$ cat src/fbsec_consts.vh
// constants for the boot-sector protection and sector erase controller
// assumes inclusion by bare name from the design files
`ifndef FBSEC_CONSTS_VH
`define FBSEC_CONSTS_VH
// register word offsets (byte address = offset, aligned words)
`define FBSEC_OFF_UNLOCK 4'h0
`define FBSEC_OFF_SECHI 4'h4
`define FBSEC_OFF_SECLO 4'h8
`define FBSEC_OFF_CTRL 4'hC
// unlock and control codes
`define FBSEC_UNLOCK_KEY 8'hA5
`define FBSEC_CTRL_ERASE 8'hA1
`define FBSEC_CTRL_OFF 8'h00
`define FBSEC_FAIL_BIT 3
`define FBSEC_BUSY_BIT 7
`define FBSEC_RST_BYTE 8'h00
// configuration word fields
`define FBSEC_VEC_HI 7
`define FBSEC_VEC_LO 5
`define FBSEC_SIZE_HI 2
`define FBSEC_SIZE_LO 0
`define FBSEC_AREA_BASE 16'h0100
`define FBSEC_VEC_NONE 16'h0100
`define FBSEC_VEC_SEL0 16'h0200
`define FBSEC_VEC_SEL1 16'h0300
`define FBSEC_VEC_SEL2 16'h0400
`define FBSEC_VEC_SEL3 16'h0500
`define FBSEC_END_SIZE0 16'h01FF
`define FBSEC_END_SIZE1 16'h02FF
`define FBSEC_END_SIZE2 16'h04FF
`define FBSEC_END_SIZE3 16'h08FF
// configuration capture: value before capture, edges waited after reset
`define FBSEC_CFG_UNSET 8'hFF
`define FBSEC_CFG_WAIT 2'h2
// sector geometry
`define FBSEC_SECT_LSB 7
`define FBSEC_SECT_COUNT 384
// erase time
`define FBSEC_ERASE_MS 10
`define FBSEC_CLK_KHZ 125000
`endif

$ cat src/fbsec_area_decode.v
// boot area decoder: configuration word to reset vector and protected limit
// assumes a stable configuration word from the same clock domain
`timescale 1ns/1ps
`include "fbsec_consts.vh"
module fbsec_area_decode (
  // clock and reset
  input wire ref_clk,
  input wire rst_b,
  input wire clkEn,
  // configuration
  input wire [7:0] cfgWord,
  // decoded values
  output reg [15:0] resetVector,
  output reg [15:0] areaEnd,
  output reg areaSized
);
  wire [2:0] vecSel;
  wire [2:0] sizeSel;
  reg [15:0] next_vector;
  reg [15:0] next_end;
  assign vecSel = cfgWord[`FBSEC_VEC_HI:`FBSEC_VEC_LO];
  assign sizeSel = cfgWord[`FBSEC_SIZE_HI:`FBSEC_SIZE_LO];
  // two fields decoded apart
  always @* begin
    next_vector = `FBSEC_VEC_NONE;
    case (vecSel)
      3'h0: next_vector = `FBSEC_VEC_SEL0;
      3'h1: next_vector = `FBSEC_VEC_SEL1;
      3'h2: next_vector = `FBSEC_VEC_SEL2;
      3'h3: next_vector = `FBSEC_VEC_SEL3;
      default: next_vector = `FBSEC_VEC_NONE;
    endcase
  end
  always @* begin
    next_end = `FBSEC_AREA_BASE;
    case (sizeSel)
      3'h0: next_end = `FBSEC_END_SIZE0;
      3'h1: next_end = `FBSEC_END_SIZE1;
      3'h2: next_end = `FBSEC_END_SIZE2;
      3'h3: next_end = `FBSEC_END_SIZE3;
      default: next_end = `FBSEC_AREA_BASE;
    endcase
  end
  always @(posedge ref_clk or negedge rst_b) begin
    if (!rst_b) begin
      resetVector <= `FBSEC_VEC_NONE;
      areaEnd <= `FBSEC_AREA_BASE;
      areaSized <= 1'b0;
    end else if (clkEn) begin
      resetVector <= next_vector;
      areaEnd <= next_end;
      areaSized <= ~sizeSel[2];
    end
  end
endmodule // fbsec_area_decode

$ cat src/fbsec_ctrl.v
// boot-sector protection and user-mode sector erase controller
// assumes an Avalon-MM master on ref_clk and asynchronous mode pins
// What this block does
// - refuse load-instruction writes into active boot area
// - protection only when enable bit reads zero
// - tool mode may program boot area, but not erase it
// - vector bits select power-on reset vector
// - size bits select protected area from 100h
// - vector and size fields decoded independently
// - erase only in user mode, whole sectors
// - 384 sectors of 128 bytes each (code does not bound the 9-bit sector number, so 512 can be selected)
// - erase lasts at least 10 ms
// - no sector erase in tool or emulator mode
// - unmasked interrupt may stop an erase
// - A1h to control while unlocked starts erase
// - control bit 3 reports erase failure
// - zero to control leaves erase mode
// - unlock only when register holds A5h
// - high byte bits 15:8, low bit 7
//
// Decided for this implementation: the placing of the registers and the Avalon-MM register port.
`timescale 1ns/1ps
`include "fbsec_consts.vh"
module fbsec_ctrl #(
  parameter integer ERASE_CYCLES = `FBSEC_ERASE_MS * `FBSEC_CLK_KHZ
) (
  // clock, enable and reset
  input wire ref_clk,
  input wire clkEn,
  input wire rst_b,
  // avalon-mm slave
  input wire [3:0] avs_address,
  input wire avs_read,
  input wire avs_write,
  input wire [31:0] avs_writedata,
  output reg [31:0] avs_readdata,
  output reg avs_waitrequest,
  // configuration word and mode pins
  input wire [7:0] cfgWord,
  input wire bootAreaDisable,
  input wire toolMode,
  input wire emulatorMode,
  // interrupt stop request from the core
  input wire irqPending,
  // program-memory write request from the load instruction
  input wire loadWrReq,
  input wire [15:0] loadWrAddr,
  output reg loadWrGrant,
  output reg loadWrDeny,
  // flash array erase port
  output reg eraseActive,
  output reg [15:0] eraseBase,
  // decoded reset vector
  output reg [15:0] resetVector
);
  localparam [1:0] ST_IDLE = 2'b00;
  localparam [1:0] ST_ERASE = 2'b01;
  localparam [1:0] ST_DONE = 2'b10;
  localparam integer CW = 32;
  // input synchronisers
  reg [3:0] pinMeta;
  reg [3:0] pinSync;
  reg [7:0] cfgMeta;
  reg [7:0] cfgSync;
  reg [7:0] cfgLatched;
  reg [1:0] cfgAge;
  reg cfgTaken;
  // registers
  reg [7:0] unlockReg;
  reg [7:0] secHi;
  reg [7:0] secLo;
  reg [7:0] ctrlReg;
  reg eraseFail;
  reg [1:0] state;
  reg [CW-1:0] eraseCount;
  reg accDone;
  wire [15:0] vecOut;
  wire [15:0] areaEnd;
  wire areaSized;
  wire bootOff;
  wire toolSync;
  wire emuSync;
  wire irqSync;
  wire userUnlocked;
  wire protectOn;
  wire [15:0] sectorBase;
  wire baseInArea;
  wire loadInArea;
  wire wrHit;
  wire rdHit;
  wire startErase;
  wire stopCtrl;
  assign bootOff = pinSync[0];
  assign toolSync = pinSync[1];
  assign emuSync = pinSync[2];
  assign irqSync = pinSync[3];
  assign userUnlocked = (unlockReg == `FBSEC_UNLOCK_KEY);
  assign protectOn = areaSized & ~bootOff;
  // sector base from high byte and bit 7 of low byte
  assign sectorBase = {secHi, secLo[`FBSEC_SECT_LSB], 7'h00};
  assign baseInArea = protectOn && (sectorBase >= `FBSEC_AREA_BASE) &&
                      (sectorBase <= areaEnd);
  assign loadInArea = protectOn && (loadWrAddr >= `FBSEC_AREA_BASE) &&
                      (loadWrAddr <= areaEnd);
  assign wrHit = avs_write & avs_waitrequest & ~accDone;
  assign rdHit = avs_read & avs_waitrequest & ~accDone;
  assign startErase = wrHit && (avs_address == `FBSEC_OFF_CTRL) &&
                      (avs_writedata[7:0] == `FBSEC_CTRL_ERASE) &&
                      userUnlocked;
  assign stopCtrl = wrHit && (avs_address == `FBSEC_OFF_CTRL) &&
                    (avs_writedata[7:0] == `FBSEC_CTRL_OFF);
  fbsec_area_decode u_decode (
    .ref_clk(ref_clk),
    .rst_b(rst_b),
    .clkEn(clkEn),
    .cfgWord(cfgLatched),
    .resetVector(vecOut),
    .areaEnd(areaEnd),
    .areaSized(areaSized)
  );
  // two-stage synchronisers on pins
  always @(posedge ref_clk or negedge rst_b) begin
    if (!rst_b) begin
      pinMeta <= 4'h0;
      pinSync <= 4'h0;
      cfgMeta <= `FBSEC_RST_BYTE;
      cfgSync <= `FBSEC_RST_BYTE;
    end else if (clkEn) begin
      pinMeta <= {irqPending, emulatorMode, toolMode, bootAreaDisable};
      pinSync <= pinMeta;
      cfgMeta <= cfgWord;
      cfgSync <= cfgMeta;
    end
  end
  // configuration word captured once, after the synchroniser has filled
  always @(posedge ref_clk or negedge rst_b) begin
    if (!rst_b) begin
      cfgLatched <= `FBSEC_CFG_UNSET;
      cfgAge <= 2'h0;
      cfgTaken <= 1'b0;
    end else if (clkEn && !cfgTaken) begin
      if (cfgAge == `FBSEC_CFG_WAIT) begin
        cfgLatched <= cfgSync;
        cfgTaken <= 1'b1;
      end else begin
        cfgAge <= cfgAge + 2'h1;
      end
    end
  end
  // avalon slave: one wait cycle per access
  always @(posedge ref_clk or negedge rst_b) begin
    if (!rst_b) begin
      avs_waitrequest <= 1'b1;
      avs_readdata <= 32'h0000_0000;
      accDone <= 1'b0;
    end else if (clkEn) begin
      if (accDone) begin
        avs_waitrequest <= 1'b1;
        accDone <= 1'b0;
      end else if (avs_read | avs_write) begin
        avs_waitrequest <= 1'b0;
        accDone <= 1'b1;
      end
      if (rdHit) begin
        case (avs_address)
          `FBSEC_OFF_UNLOCK: avs_readdata <= {24'h000000, unlockReg};
          `FBSEC_OFF_SECHI: avs_readdata <= {24'h000000, secHi};
          `FBSEC_OFF_SECLO: avs_readdata <= {24'h000000, secLo};
          `FBSEC_OFF_CTRL: avs_readdata <= {24'h000000, ctrlReg};
          default: avs_readdata <= 32'h0000_0000;
        endcase
      end
    end
  end
  // register writes
  always @(posedge ref_clk or negedge rst_b) begin
    if (!rst_b) begin
      unlockReg <= `FBSEC_RST_BYTE;
      secHi <= `FBSEC_RST_BYTE;
      secLo <= `FBSEC_RST_BYTE;
    end else if (clkEn && wrHit) begin
      case (avs_address)
        `FBSEC_OFF_UNLOCK: unlockReg <= avs_writedata[7:0];
        `FBSEC_OFF_SECHI: secHi <= avs_writedata[7:0];
        `FBSEC_OFF_SECLO: secLo <= avs_writedata[7:0];
        default: unlockReg <= unlockReg;
      endcase
    end
  end
  // erase sequencer
  always @(posedge ref_clk or negedge rst_b) begin
    if (!rst_b) begin
      state <= ST_IDLE;
      eraseCount <= {CW{1'b0}};
      eraseFail <= 1'b0;
      eraseActive <= 1'b0;
      eraseBase <= 16'h0000;
      ctrlReg <= `FBSEC_RST_BYTE;
    end else if (clkEn) begin
      case (state)
        ST_IDLE: begin
          if (startErase) begin
            if (toolSync || emuSync) begin
              eraseFail <= 1'b1;
            end else if (baseInArea) begin
              eraseFail <= 1'b1;
            end else begin
              eraseFail <= 1'b0;
              eraseActive <= 1'b1;
              eraseBase <= sectorBase;
              eraseCount <= ERASE_CYCLES[CW-1:0];
              state <= ST_ERASE;
            end
            ctrlReg <= `FBSEC_CTRL_ERASE;
          end else if (stopCtrl) begin
            ctrlReg <= `FBSEC_CTRL_OFF;
            eraseFail <= 1'b0;
          end else if (wrHit && avs_address == `FBSEC_OFF_CTRL) begin
            ctrlReg <= avs_writedata[7:0];
          end
        end
        ST_ERASE: begin
          if (irqSync || stopCtrl) begin
            eraseActive <= 1'b0;
            eraseFail <= 1'b1;
            state <= ST_DONE;
          end else if (eraseCount <= {{(CW-1){1'b0}}, 1'b1}) begin
            eraseActive <= 1'b0;
            state <= ST_DONE;
          end else begin
            eraseCount <= eraseCount - {{(CW-1){1'b0}}, 1'b1};
          end
        end
        ST_DONE: begin
          if (stopCtrl) begin
            ctrlReg <= `FBSEC_CTRL_OFF;
          end
          state <= ST_IDLE;
        end
        default: state <= ST_IDLE;
      endcase
      if (state != ST_IDLE || !startErase) begin
        ctrlReg[`FBSEC_FAIL_BIT] <= eraseFail;
        ctrlReg[`FBSEC_BUSY_BIT] <= (state == ST_ERASE);
      end
    end
  end
  // load-instruction write gate
  always @(posedge ref_clk or negedge rst_b) begin
    if (!rst_b) begin
      loadWrGrant <= 1'b0;
      loadWrDeny <= 1'b0;
      resetVector <= `FBSEC_VEC_NONE;
    end else if (clkEn) begin
      resetVector <= vecOut;
      if (loadWrReq) begin
        if (toolSync) begin
          loadWrGrant <= 1'b1;
          loadWrDeny <= 1'b0;
        end else if (loadInArea || !userUnlocked) begin
          loadWrGrant <= 1'b0;
          loadWrDeny <= 1'b1;
        end else begin
          loadWrGrant <= 1'b1;
          loadWrDeny <= 1'b0;
        end
      end else begin
        loadWrGrant <= 1'b0;
        loadWrDeny <= 1'b0;
      end
    end
  end
endmodule // fbsec_ctrl

$ cat config.mk
export PLATFORM = sky130hd
export DESIGN_NAME = fbsec_ctrl
export DESIGN_NICKNAME = d
export VERILOG_FILES = /design/src/fbsec_area_decode.v /design/src/fbsec_ctrl.v
export VERILOG_INCLUDE_DIRS = /design/src
export SDC_FILE = /design/constraint.sdc
export NUM_CORES = 1
export LEC_CHECK = 0
export BUFFER_PORTS_ARGS = -buffer_cell sky130_fd_sc_hd__buf_2
export CORE_MARGIN = 2
export CORE_UTILIZATION = 55
export CTS_BUF_LIST = sky130_fd_sc_hd__clkbuf_16
export DETAILED_ROUTE_END_ITERATION = 12
export PLACE_DENSITY = 0.8
export SYNTH_ARGS = -nofsm -noshare
export SYNTH_HDL_FRONTEND = slang
export SYNTH_SLANG_ARGS = --single-unit
$ cat constraint.sdc
create_clock -name ref_clk -period 4.2 [get_ports ref_clk]
set_clock_uncertainty 0.2 [all_clocks]
set_input_delay 0.42 -clock ref_clk [delete_from_list [all_inputs] [get_ports ref_clk]]
set_output_delay 0.42 -clock ref_clk [all_outputs]
set_load 0.01 [all_outputs]
==> metrics.yaml, run 1 <==
route:
  vias_per_cell: 6.02
  dr.pass1.iters: 5
  wl_um: 15000
  drtAntennaViolNets: 0
  drt_iter0_markers: 434
  drc: 0
  routedWlPerCell_um: 17.7
  vias: 5116
clock_tree:
  insertion_delay_ns: 0.42
  cts_tree: "done"
  numClockSinks: 130
  clkTransAtPathRegs_ns: 0.06
  post_cts_resized: 0
  cts_setup_buffers: 0
  cts_max_level: 4
  root_buffer: "clkbuf_16"
  hold_buffers: 1
  clockBufferDepth: 2
  numCtsBuffers: 17
sta:
  hold_viol: 0
  drv_slew: 0
  setup_viol: 0
  worst_slack_ns: 0.885
  slew_headroom_pct: 18.7
  max_freq_mhz: 302
  worstMarginPinSlew_ns: 1.22
  min_period_ns: 3.32
  timing.setup.tns_ns: 0
  rsz0062_at_grt: "false"
  min_period_over_period_pct: 78.9
global_routing:
  grt_pass1_vias: 5109
  overflow: 0
  antenna_found_initial: 0
  grt_pass1_wl_um: 25200
  grt_max_degree: 55
  track_usage_pct: 24.2
placement:
  place_area_mm2: 0.00705
  io_buffer_count: 67
  hpwl_um: 10400
  preCtsSetupSlack_ns: 0.657
  gp_congestion: 0.868
synthesis:
  ys_seq_elements: 130
  synthMuxAreaShare_pct: 14.0
  yosys.area_share.adder_pct: 3.51
  yosys.area.top_type: "dfrtp_1"
  synthTopCellsByArea: "dfrtp_1 (44%), mux2_2 (11%), buf_4 (5.0%)"
  synth_flop_cell: "dfrtp_1"
  synth_most_common_cell: "dfrtp_1"
  yosysSeqAreaShare_pct: 48.3
  yosys.area_share.xor_xnor_pct: 0.129
  yosysTopAreaCellShare_pct: 44.4
  synth_compound_area_share_pct: 14.2
  synth.cell_area_mm2: 0.00676
  ys_warn_count: 0
  synth_top_family_by_area: "compound AO/OA/AOI/OAI gates"
  yosys-top-cells-count: "dfrtp_1 (120), mux2_2 (67), buf_4 (45)"
  synth_edf_count: 0
  synth_cell_types: 62
  avgSynthCellArea_um2: 10.9
  syn_inst: 621
  synthSimpleGateAreaFrac_pct: 12.4
  ys_async_sr_fraction_pct: 100
worst_setup_path:
  timing.setup.critical_path_class: "reg2reg"
  crit_top_cell: "or4_1"
  cp_max_fo: 9
  worstPathArrival_ns: 3.42
  start_kind: "register"
  cp.required_ns: 4.30
  path_cells: "or4_1 -> or4_1 -> nor4_1 -> o32ai_1 -> o211a_1 -> buf_4 -> a22o_1"
  r2r_slack_ns: 0.88
  slowest_delay_ns: 0.57
  end_kind: "register"
  slowest_stage: "nor4_1"
finish:
  fin_nets: 779
  area_growth_pct: 13.7
  fin_area_mm2: 0.00769
  antenna_cells: 0
  drive_gt1_share_pct: 27.5
worst_hold_path:
  hp-class: "in2reg"
pwr:
  peakVddDrop_uv: 327
  combPwrFrac_pct: 16.3
  switchingPower_mw: 1.05
  seq_power_share_pct: 42.4
  switching_share_pct: 28.2
  p_leak_nw: 3.68
  total_power_mw: 3.73
  intPower_mw: 2.68
  p_per_area_mw_per_mm2: 485
  clkPwrFrac_pct: 41.3
floorplan:
  io_pins: 138
  die_x_um: 115
  dieArea_mm2: 0.0132
  start_util_pct: 56.3
  die_y_um: 115
  core_area_mm2: 0.0120
  rows: 40
job:
  cap_violations: 0
status:
  status: "finished, final reports clean"
-- final timing paths --
kind                            depth (start not counted)              end            start
max in group asynchronous                               3   resetVector[8]            rst_b
worst min register to register                          2  avs_readdata[2]  avs_readdata[2]
worst max register to register                          7   eraseCount[12]    eraseCount[8]
worst max-delay path                                    7   eraseCount[12]    eraseCount[8]
min in group asynchronous                               2  avs_readdata[6]            rst_b
worst min-delay path                                    2       cfgMeta[2]       cfgWord[2]
-- critical path: cells and delay by family (launching register included) --
| kind | cells | cell delay (ns) |
|---|---|---|
| flip-flops | 1 | 0.45 |
| buffers and inverters | 1 | 0.22 |
| AND/OR/NAND/NOR | 3 | 1.58 |
| AO/OA/AOI/OAI | 3 | 0.74 |
-- area by class of cell --
type / count / area (µm²)
fillers: 889 / 4320
multi-input cells: 447 / 3150
repair buffers: 74 / 393
flip-flops and latches: 130 / 3270
clock buffers: 17 / 425
inverters: 20 / 75.1
well taps: 147 / 184
clock inverters: 15 / 193
-- cell families (layout without fill, tap and decap cells) --
family	Yosys count	after routing
buf+inv	87	126
fa+ha+maj	19	19
compound gates	137	137
simple gates	160	160
xor+xnor	1	1
flops	130	130
other cells	1	44
mux	86	86
-- metal layers --
metal / up-vias / share of wire [%] / GRT usage, %
met5: - / 0 / 0
met4: 0 / 2.3 / 8.59
met3: 33 / 6.7 / 6.01
met2: 215 / 50 / 39.5
met1: 2523 / 42 / 31.9
li1: 2345 / - / -
-- cell usage in the layout (no fill, tap or decap), types with 3 or more instances in the layout --
cell / n
and2_1: 3
o41ai_1: 3
nand2_1: 35
a21oi_1: 25
clkbuf_16: 17
mux2i_1: 19
or3_1: 12
nor3_1: 20
inv_6: 6
o21ai_0: 28
a21o_1: 6
buf_4: 7
a31oi_1: 9
o31ai_1: 8
dfrtp_1: 120
a211o_1: 4
nand4_1: 5
nor4_1: 9
or4_1: 3
conb_1: 44
a22o_1: 3
a221o_1: 5
nand3_1: 9
o311a_1: 5
nor2_1: 38
mux2_2: 67
o21a_1: 5
bufinv_16: 3
nand2b_1: 7
buf_2: 66
or2_2: 3
o32ai_1: 4
dfstp_2: 10
o22a_1: 10
inv_1: 20
a211oi_1: 3
o211ai_1: 3
ha_1: 19
o2bb2ai_1: 3
-- per-stage QoR --
step	hold slack [ns]	std cells	utilization, %
global route	0.0254	850	64.0
global placement	0.257	816	58.7
floorplan	-0.0756	664	-
detailed placement	0.266	816	58.7
finish	0.0301	850	64.0
CTS	0.0178	849	63.9
-- state kept, by name, indices dropped and copies added, names as in the netlist, 4 cells and up --
register and flops:
eraseCount 32, eraseBase 9, avs_readdata 8, ctrlReg 8, secHi 8, secLo 8, unlockReg 8, cfgLatched 6
cfgMeta 6, cfgSync 6, u_decode.areaEnd 5, pinMeta 4, pinSync 4
-- power by group through the flow --
stage	sequential [mW]	clock [mW]	combinational, mW
after floorplan	1.57	0	0.445
after global placement	1.59	0	0.561
after detailed placement	1.60	0	0.599
after CTS	1.58	1.56	0.610
after global routing	1.61	1.62	0.688
final	1.58	1.54	0.607
Note: power is estimated with default switching activity, not from simulation.
==> run 2, diff against run 1 <==
--- a/config.mk
+++ b/config.mk
@@ -6,12 +6,13 @@
 export SDC_FILE = /design/constraint.sdc
 export NUM_CORES = 1
 export LEC_CHECK = 0
+export ABC_AREA = 1
 export BUFFER_PORTS_ARGS = -buffer_cell sky130_fd_sc_hd__buf_2
 export CORE_MARGIN = 2
-export CORE_UTILIZATION = 55
+export CORE_UTILIZATION = 56
 export CTS_BUF_LIST = sky130_fd_sc_hd__clkbuf_16
 export DETAILED_ROUTE_END_ITERATION = 12
-export PLACE_DENSITY = 0.8
+export PLACE_DENSITY = 0.81
 export SYNTH_ARGS = -nofsm -noshare
 export SYNTH_HDL_FRONTEND = slang
 export SYNTH_SLANG_ARGS = --single-unit
==> constraint.sdc (replaced) <==
create_clock -name ref_clk -period 3.2 [get_ports ref_clk]
set_clock_uncertainty 0.2 [all_clocks]
set_input_delay 0.32 -clock ref_clk [delete_from_list [all_inputs] [get_ports ref_clk]]
set_output_delay 0.32 -clock ref_clk [all_outputs]
set_load 0.01 [all_outputs]
==> run 2 against run 1 <==
Net effect:
- critical path depth up 3
- clock power is 10% higher
- hold slack improved by 0.0065 ns
- maximum frequency rose by 17%
- design area grew 5.9%
- critical endpoint is now eraseCount[19]
- first-iteration DRC count increased by 7.6%
- wire length grew 3.4%
- sequential cell count is the same
- register-to-register slack got worse by 0.52 ns
- synthesized area up 5.8%
- critical path type unchanged
==> metrics.yaml, run 2 <==
worst_setup_path:
  critPathBufInv: 1  # unchanged
  timing.setup.critical_path_class: "reg2reg"
  start_kind: "register"
  cp.depth: 10  # +3
  cp_max_fo: 32  # +23
  end_kind: "register"
  worstPathArrival_ns: 2.94  # -0.48 ns
  slowest_stage: "and2_1"
  r2r_slack_ns: 0.37  # -0.52 ns
  cp.required_ns: 3.30  # -1.00 ns
  crit_family: "simple AND/OR/NAND/NOR gates"
  r2r_cells: 10  # +3
  path_cells: "inv_1 -> ha_1 -> nand3_1 -> nor2_1 -> nand3_1 -> nand4_1 -> and2_1 -> nand2_4 -> nand2_1 -> nand2_1"
  slowest_delay_ns: 0.57  # about the same
synthesis:
  synth.cell_area_mm2: 0.00716  # +5.8%
  yosys.area_share.xor_xnor_pct: 2.45  # +2.3 points
  synth_edf_count: 0  # unchanged
  synth_flop_cell: "dfrtp_1"
  ys_async_sr_fraction_pct: 100  # unchanged
  synthSimpleGateAreaFrac_pct: 29.2  # +17 points
  synth_compound_area_share_pct: 8.52  # -5.7 points
  synthMuxAreaShare_pct: 0  # -14 points
  yosys.area_share.adder_pct: 3.32  # -0.19 points
  synth_most_common_cell: "nand2_1"
  yosys.area.top_type: "dfrtp_1"
  yosysTopAreaCellShare_pct: 42.0  # -2.4 points
  avgSynthCellArea_um2: 7.70  # -29%
  synth_cell_types: 42  # -32%
  yosys-top-cells-count: "nand2_1 (275), dfrtp_1 (120), nor2_1 (112)"
  ys_seq_elements: 130  # unchanged
  syn_inst: 929  # +50%
  synthTopCellsByArea: "dfrtp_1 (42%), nand2_1 (14%), nor2_1 (5.9%)"
  synth_top_family_by_area: "simple AND/OR/NAND/NOR gates"
  yosysSeqAreaShare_pct: 45.6  # -2.6 points
  ys_warn_count: 0  # unchanged
global_routing:
  track_usage_pct: 24.0  # -0.22 points
  grt_max_degree: 62  # +13%
  grt_pass1_wl_um: 25700  # +2.1%
  grt_pass1_vias: 5483  # +7.3%
  overflow: 0  # unchanged
  antenna_found_initial: 0  # unchanged
job:
  cap_violations: 0  # unchanged
sta:
  hold_viol: 0  # unchanged
  min_period_ns: 2.83  # -0.481 ns
  min_period_over_period_pct: 88.6  # +9.6 points
  drv_slew: 0  # unchanged
  worst_slack_ns: 0.366  # -0.519 ns
  max_freq_mhz: 353  # +17%
  rsz0062_at_grt: "false"
  slew_headroom_pct: 47.0  # +28 points
  worstMarginPinSlew_ns: 0.795  # -0.422 ns
  timing.setup.tns_ns: 0  # unchanged
  setup_viol: 0  # unchanged
pwr:
  p_per_area_mw_per_mm2: 480  # -1.0%
  total_power_mw: 3.91  # +4.9%
  p_leak_nw: 4.54  # +23%
  seq_power_share_pct: 46.1  # +3.7 points
  switching_share_pct: 27.0  # -1.2 points
  switchingPower_mw: 1.06  # +0.40%
  combPwrFrac_pct: 10.4  # -5.9 points
  intPower_mw: 2.85  # +6.6%
  peakVddDrop_uv: 334  # +2.2%
  clkPwrFrac_pct: 43.6  # +2.3 points
floorplan:
  die_y_um: 117  # +1.9%
  rows: 41  # +2.5%
  start_util_pct: 56.9  # +0.62 points
  core_area_mm2: 0.0126  # +4.6%
  io_pins: 138  # unchanged
  dieArea_mm2: 0.0137  # +3.8%
  die_x_um: 117  # +1.9%
finish:
  largestRegisters: "eraseCount x32, eraseBase x9"
  layout_common_cells: "nand2_1 (275), dfrtp_1 (120), nor2_1 (112)"
  antenna_cells: 0  # unchanged
  drive_gt1_share_pct: 13.1  # -14 points
  instances_no_fill: 1196  # +41%
  final_common_cell: "nand2_1"
  fin_nets: 1100  # +41%
  area_growth_pct: 13.8
  largest_register_ffs: 32  # unchanged
  largest_register: "eraseCount"
route:
  vias: 6167  # +21%
  drtAntennaViolNets: 0  # unchanged
  wl_met1_um: 7220  # +16%
  top_layer_used: "met4"
  routedWlPerCell_um: 13.0  # -27%
  dr_wl_met3_um: 990  # -1.0%
  vias_per_cell: 5.16  # -14%
  dr.pass1.iters: 5  # unchanged
  drc: 0  # unchanged
  met2_length_um: 7090  # -4.6%
  drt_iter0_markers: 467  # +7.6%
  wl_um: 15500  # +3.4%
clock_tree:
  cts_setup_buffers: 0  # unchanged
  post_cts_resized: 0  # unchanged
  cts_max_level: 4  # unchanged
  numCtsBuffers: 17  # unchanged
  insertion_delay_ns: 0.42  # about the same
  numClockSinks: 130  # unchanged
  clkTransAtPathRegs_ns: 0.06  # about the same
  root_buffer: "clkbuf_16"
  cts_tree: "done"
  clockBufferDepth: 2  # unchanged
placement:
  gp_congestion: 0.948  # +9.2%
  dp_cells: 1150  # +41%
  io_buffer_count: 67  # unchanged
  hpwl_um: 10900  # +5.2%
  preCtsSetupSlack_ns: 0.395  # -0.262 ns
status:
  status: "finished, final reports clean"
worst_hold_path:
  whs_path_depth: 3  # +1
  hp-class: "in2reg"
==> run 2: changes by cell type in the layout (fill, tap and decap cells not counted), moves of 15 or more <==
cell and change:
nand2_1 +240, nand3_1 +64, mux2i_1 -19, a21oi_1 -15
nor2_1 +74, o21ai_0 +43, inv_1 +59, mux2_2 -67
==> run 2: final timing paths <==
| path | from | end |
|---|---|---|
| max in group asynchronous | rst_b | secHi[3] |
| worst min register to register | resetVector[8] | resetVector[8] |
| worst max register to register | u_decode.areaEnd[8] | eraseCount[19] |
| worst max-delay path | u_decode.areaEnd[8] | eraseCount[19] |
| worst min-delay path | avs_writedata[0] | ctrlReg[0] |
| min in group asynchronous | rst_b | accDone |
==> run 2: kinds of logic after synthesis <==
| kind of cell | count (synthesis) |
|---|---|
| xor gates and xnor gates | 20 |
| AOI/OAI and AO/OA | 110 |
| and+or+nand+nor | 498 |
| adders and majority gates | 19 |
| buffers and inverters | 151 |
| other | 1 |
| DFF | 130 |
==> run 2: layout make-up <==
type	instances	area, µm²
Clock buffer	17	425
Clock inverter	15	95.1
Fill cell	1069	4420
Inverter	80	302
Multi-Input combinational cell	691	3280
Sequential cell	130	3270
Tap cell	172	215
Timing Repair Buffer	91	566
==> run 2: power groups by stage <==
| stage | combinational, mW | sequential [mW] | clock (mW) |
|---|---|---|---|
| 3_3_place_gp | 0.377 | 1.82 | 0 |
| 5_1_grt | 0.469 | 1.81 | 1.79 |
| 4_1_cts | 0.405 | 1.80 | 1.72 |
| 2_1_floorplan | 0.280 | 1.82 | 0 |
| 3_5_place_dp | 0.388 | 1.83 | 0 |
| 6_report | 0.406 | 1.80 | 1.70 |
==> run 2: repair_timing <==
action,in CTS,in global routing
setup endpoints to repair,0,0
hold buffers,14,0
hold endpoints to repair,45,0
==> run 2: per-layer routing <==
| layer | vias to the layer above | global-route usage, % |
|---|---|---|
| met3 | 17 | 5.10 |
| met5 | - | 0 |
| met2 | 216 | 37.0 |
| met4 | 0 | 7.61 |
| li1 | 3060 | - |
| met1 | 2874 | 34.3 |
==> run 2: stage by stage <==
step | instance area, µm² | hold slack, ns | utilization [%]
6_report | 8140 | 0.0366 | 64.8
5_1_grt | 8140 | 0.0549 | 64.8
4_1_cts | 8140 | 0.0254 | 64.8
3_3_place_gp | 7480 | 0.106 | 59.5
2_1_floorplan | 7320 | -0.176 | -
3_5_place_dp | 7480 | 0.106 | 59.5
==> run 2: worst min-delay path: stages <==
cell     delay [ns]
buf_2          0.13
a21oi_1        0.12
a21oi_1        0.05
==> run 3, diff against run 2 <==
--- a/config.mk
+++ b/config.mk
@@ -8,11 +8,13 @@
 export LEC_CHECK = 0
 export ABC_AREA = 1
 export BUFFER_PORTS_ARGS = -buffer_cell sky130_fd_sc_hd__buf_2
+export CORE_ASPECT_RATIO = 1.2
 export CORE_MARGIN = 2
 export CORE_UTILIZATION = 56
 export CTS_BUF_LIST = sky130_fd_sc_hd__clkbuf_16
 export DETAILED_ROUTE_END_ITERATION = 12
 export PLACE_DENSITY = 0.81
+export RECOVER_POWER = 100
 export SYNTH_ARGS = -nofsm -noshare
 export SYNTH_HDL_FRONTEND = slang
 export SYNTH_SLANG_ARGS = --single-unit
==> run 3 against run 2 <==
Net effect:
- global-route usage is 0.28 points higher
- design area is 0.38% lower
- utilization shrank 0.18 points
- critical path type unchanged
- largest power group is now the clock network
- highest routed layer unchanged
==> metrics.yaml, run 3 (synthesized netlist as in run 2, its figures left out) <==
route:
  dr.pass1.iters: 5  # unchanged
  drc: 0  # unchanged
  routedWlPerCell_um: 13.3  # +2.7%
  vias_per_cell: 5.16  # +0.12%
  vias: 6107  # -0.97%
  wl_um: 15800  # +1.5%
  drt_iter0_markers: 457  # -2.1%
  drtAntennaViolNets: 0  # unchanged
worst_setup_path:
  r2r_cells: 10  # unchanged
  r2r_slack_ns: 0.50  # +0.14 ns
  crit_family: "simple AND/OR/NAND/NOR gates"
  path_cells: "inv_1 -> ha_1 -> nand3_1 -> nor2_1 -> nand3_1 -> nand4_1 -> and2_1 -> nand2_4 -> nand2_1 -> nand2_1"
  end_kind: "register"
  worstPathArrival_ns: 2.80  # -0.14 ns
  cp.required_ns: 3.30  # about the same
  cp_max_fo: 32  # unchanged
  start_kind: "register"
  r2r_start: "u_decode.areaEnd[8]"
  slowest_delay_ns: 0.51  # -0.06 ns
  startpoint: "u_decode.areaEnd[8]"
  critPathBufInv: 1  # unchanged
  cp.depth: 10  # unchanged
  slowest_stage: "dfstp_2"
  timing.setup.critical_path_class: "reg2reg"
placement:
  io_buffer_count: 67  # unchanged
  gp_congestion: 0.943  # -0.58%
  hpwl_um: 11000  # +0.99%
  dp_cells: 1141  # -0.78%
finish:
  final_common_cell: "nand2_1"
  nFillCells: 1092  # +2.2%
  layout_common_cells: "nand2_1 (275), dfrtp_1 (120), nor2_1 (112)"
  utilization_pct: 64.6  # -0.18 points
  antenna_cells: 0  # unchanged
  ff_latch_area_mm2: 0.00327  # unchanged
  largest_register: "eraseCount"
  instances_no_fill: 1183  # -1.1%
  area_growth_pct: 13.4
  drive_gt1_share_pct: 10.1  # -3.0 points
  fin_nets: 1096  # -0.36%
  largest_register_ffs: 32  # unchanged
  multi_input_area_mm2: 0.00327  # -0.31%
  largestRegisters: "eraseCount x32, eraseBase x9"
global_routing:
  grt_pass1_vias: 5816  # +6.1%
  grt_max_degree: 56  # -9.7%
  antenna_found_initial: 0  # unchanged
  grt_pass1_wl_um: 26600  # +3.6%
  track_usage_pct: 24.3  # +0.28 points
  overflow: 0  # unchanged
clock_tree:
  cts_max_level: 4  # unchanged
  cts_setup_buffers: 0  # unchanged
  post_cts_resized: 0  # unchanged
  insertion_delay_ns: 0.42  # about the same
  clkTransAtPathRegs_ns: 0.06  # about the same
  numClockSinks: 130  # unchanged
  cts_tree: "done"
  numCtsBuffers: 17  # unchanged
  clockBufferDepth: 2  # unchanged
  root_buffer: "clkbuf_16"
sta:
  hold_viol: 0  # unchanged
  rsz0062_at_grt: "false"
  timing.setup.tns_ns: 0  # unchanged
  setup_viol: 0  # unchanged
  worstMarginPinSlew_ns: 1.07  # +0.276 ns
  min_period_over_period_pct: 84.3  # -4.3 points
  min_period_ns: 2.70  # -0.137 ns
  max_freq_mhz: 371  # +5.1%
  drv_slew: 0  # unchanged
  hold_ws_ns: 0.00842  # -0.0282 ns
  slew_headroom_pct: 28.6  # -18 points
pwr:
  clkPwrFrac_pct: 46.9  # +3.3 points
  switchingPower_mw: 1.06  # -0.14%
  seq_power_share_pct: 43.6  # -2.5 points
  switching_share_pct: 25.5  # -1.5 points
  p_per_area_mw_per_mm2: 510  # +6.2%
  combPwrFrac_pct: 9.6  # -0.8 points
  peakVddDrop_uv: 440  # +32%
  p_leak_nw: 4.45  # -2.0%
  intPower_mw: 3.08  # +8.1%
  total_power_mw: 4.14  # +5.8%
floorplan:
  io_pins: 138  # unchanged
  dieArea_mm2: 0.0137  # about the same
  rows: 45  # +9.8%
  die_y_um: 128  # +9.2%
  core_area_mm2: 0.0126  # about the same
  start_util_pct: 57.0  # about the same
  die_x_um: 107  # -8.4%
worst_hold_path:
  whs_path_depth: 5  # +2
  hp-start: "loadWrReq"
  hp-class: "in2reg"
status:
  status: "finished, final reports clean"
job:
  cap_violations: 0  # unchanged
## run 3: cell count changes in the layout (fill, tap and decap cells not counted), sizes merged
| cell | delta |
|---|---|
| clkinvlp | -3 |
| dlygate4sd3 | -3 |
| inv | -1 |
| bufinv | +3 |
| buf | -28 |
| clkbuf | +27 |
## run 3: area by class of cell
class                   instances  area share (%)
clock buffers                  17            5.24
inverters                      80            3.72
repair buffers                 87            6.03
well taps                     164            2.53
clock inverters                14            1.97
multi-input cells             691            40.3
flip-flops and latches        130            40.3
## run 3: metal layers
| layer | global-route usage [%] | wire length (µm) | vias up |
|---|---|---|---|
| met5 | 0 | 0 | - |
| met1 | 29.4 | 6640 | 2821 |
| li1 | - | - | 3052 |
| met4 | 11.9 | 588 | 0 |
| met2 | 41.1 | 7810 | 192 |
| met3 | 5.08 | 716 | 42 |
## run 3: power by group through the flow
stage	combinational [mW]	clock, mW	sequential (mW)
after floorplan	0.280	0	1.82
after global placement	0.375	0	1.83
after detailed placement	0.388	0	1.83
after CTS	0.405	1.96	1.80
after global routing	0.465	2.04	1.81
final	0.396	1.94	1.80
## run 3: final timing paths
path	endpoint
hold / removal	loadWrGrant
hold reg to reg	resetVector[8]
min in group asynchronous	unlockReg[1]
setup / recovery	eraseCount[28]
setup reg to reg	eraseCount[28]
max in group asynchronous	eraseActive
## run 3: worst reg2reg max path, cell delays in order, from the launching register on
cell and delay [ns]:
dfstp_2 0.51, inv_1 0.06, ha_1 0.27, nand3_1 0.07
nor2_1 0.14, nand3_1 0.14, nand4_1 0.15, and2_1 0.47
nand2_4 0.34, nand2_1 0.18, nand2_1 0.07
## run 3: repair_timing
| action | 4_1_cts | 5_1_grt |
|---|---|---|
| hold buffers | 11 | 0 |
| setup endpoints to repair | 0 | 0 |
| hold endpoints to repair | 50 | 0 |
## run 3: through the flow
stage                     instance area [µm²]  setup slack (ns)
final                                    8110             0.503
after CTS                                8160             0.502
after global placement                   7470             0.595
after global routing                     8110             0.259
after floorplan                          7320              1.12
after detailed placement                 7470             0.575
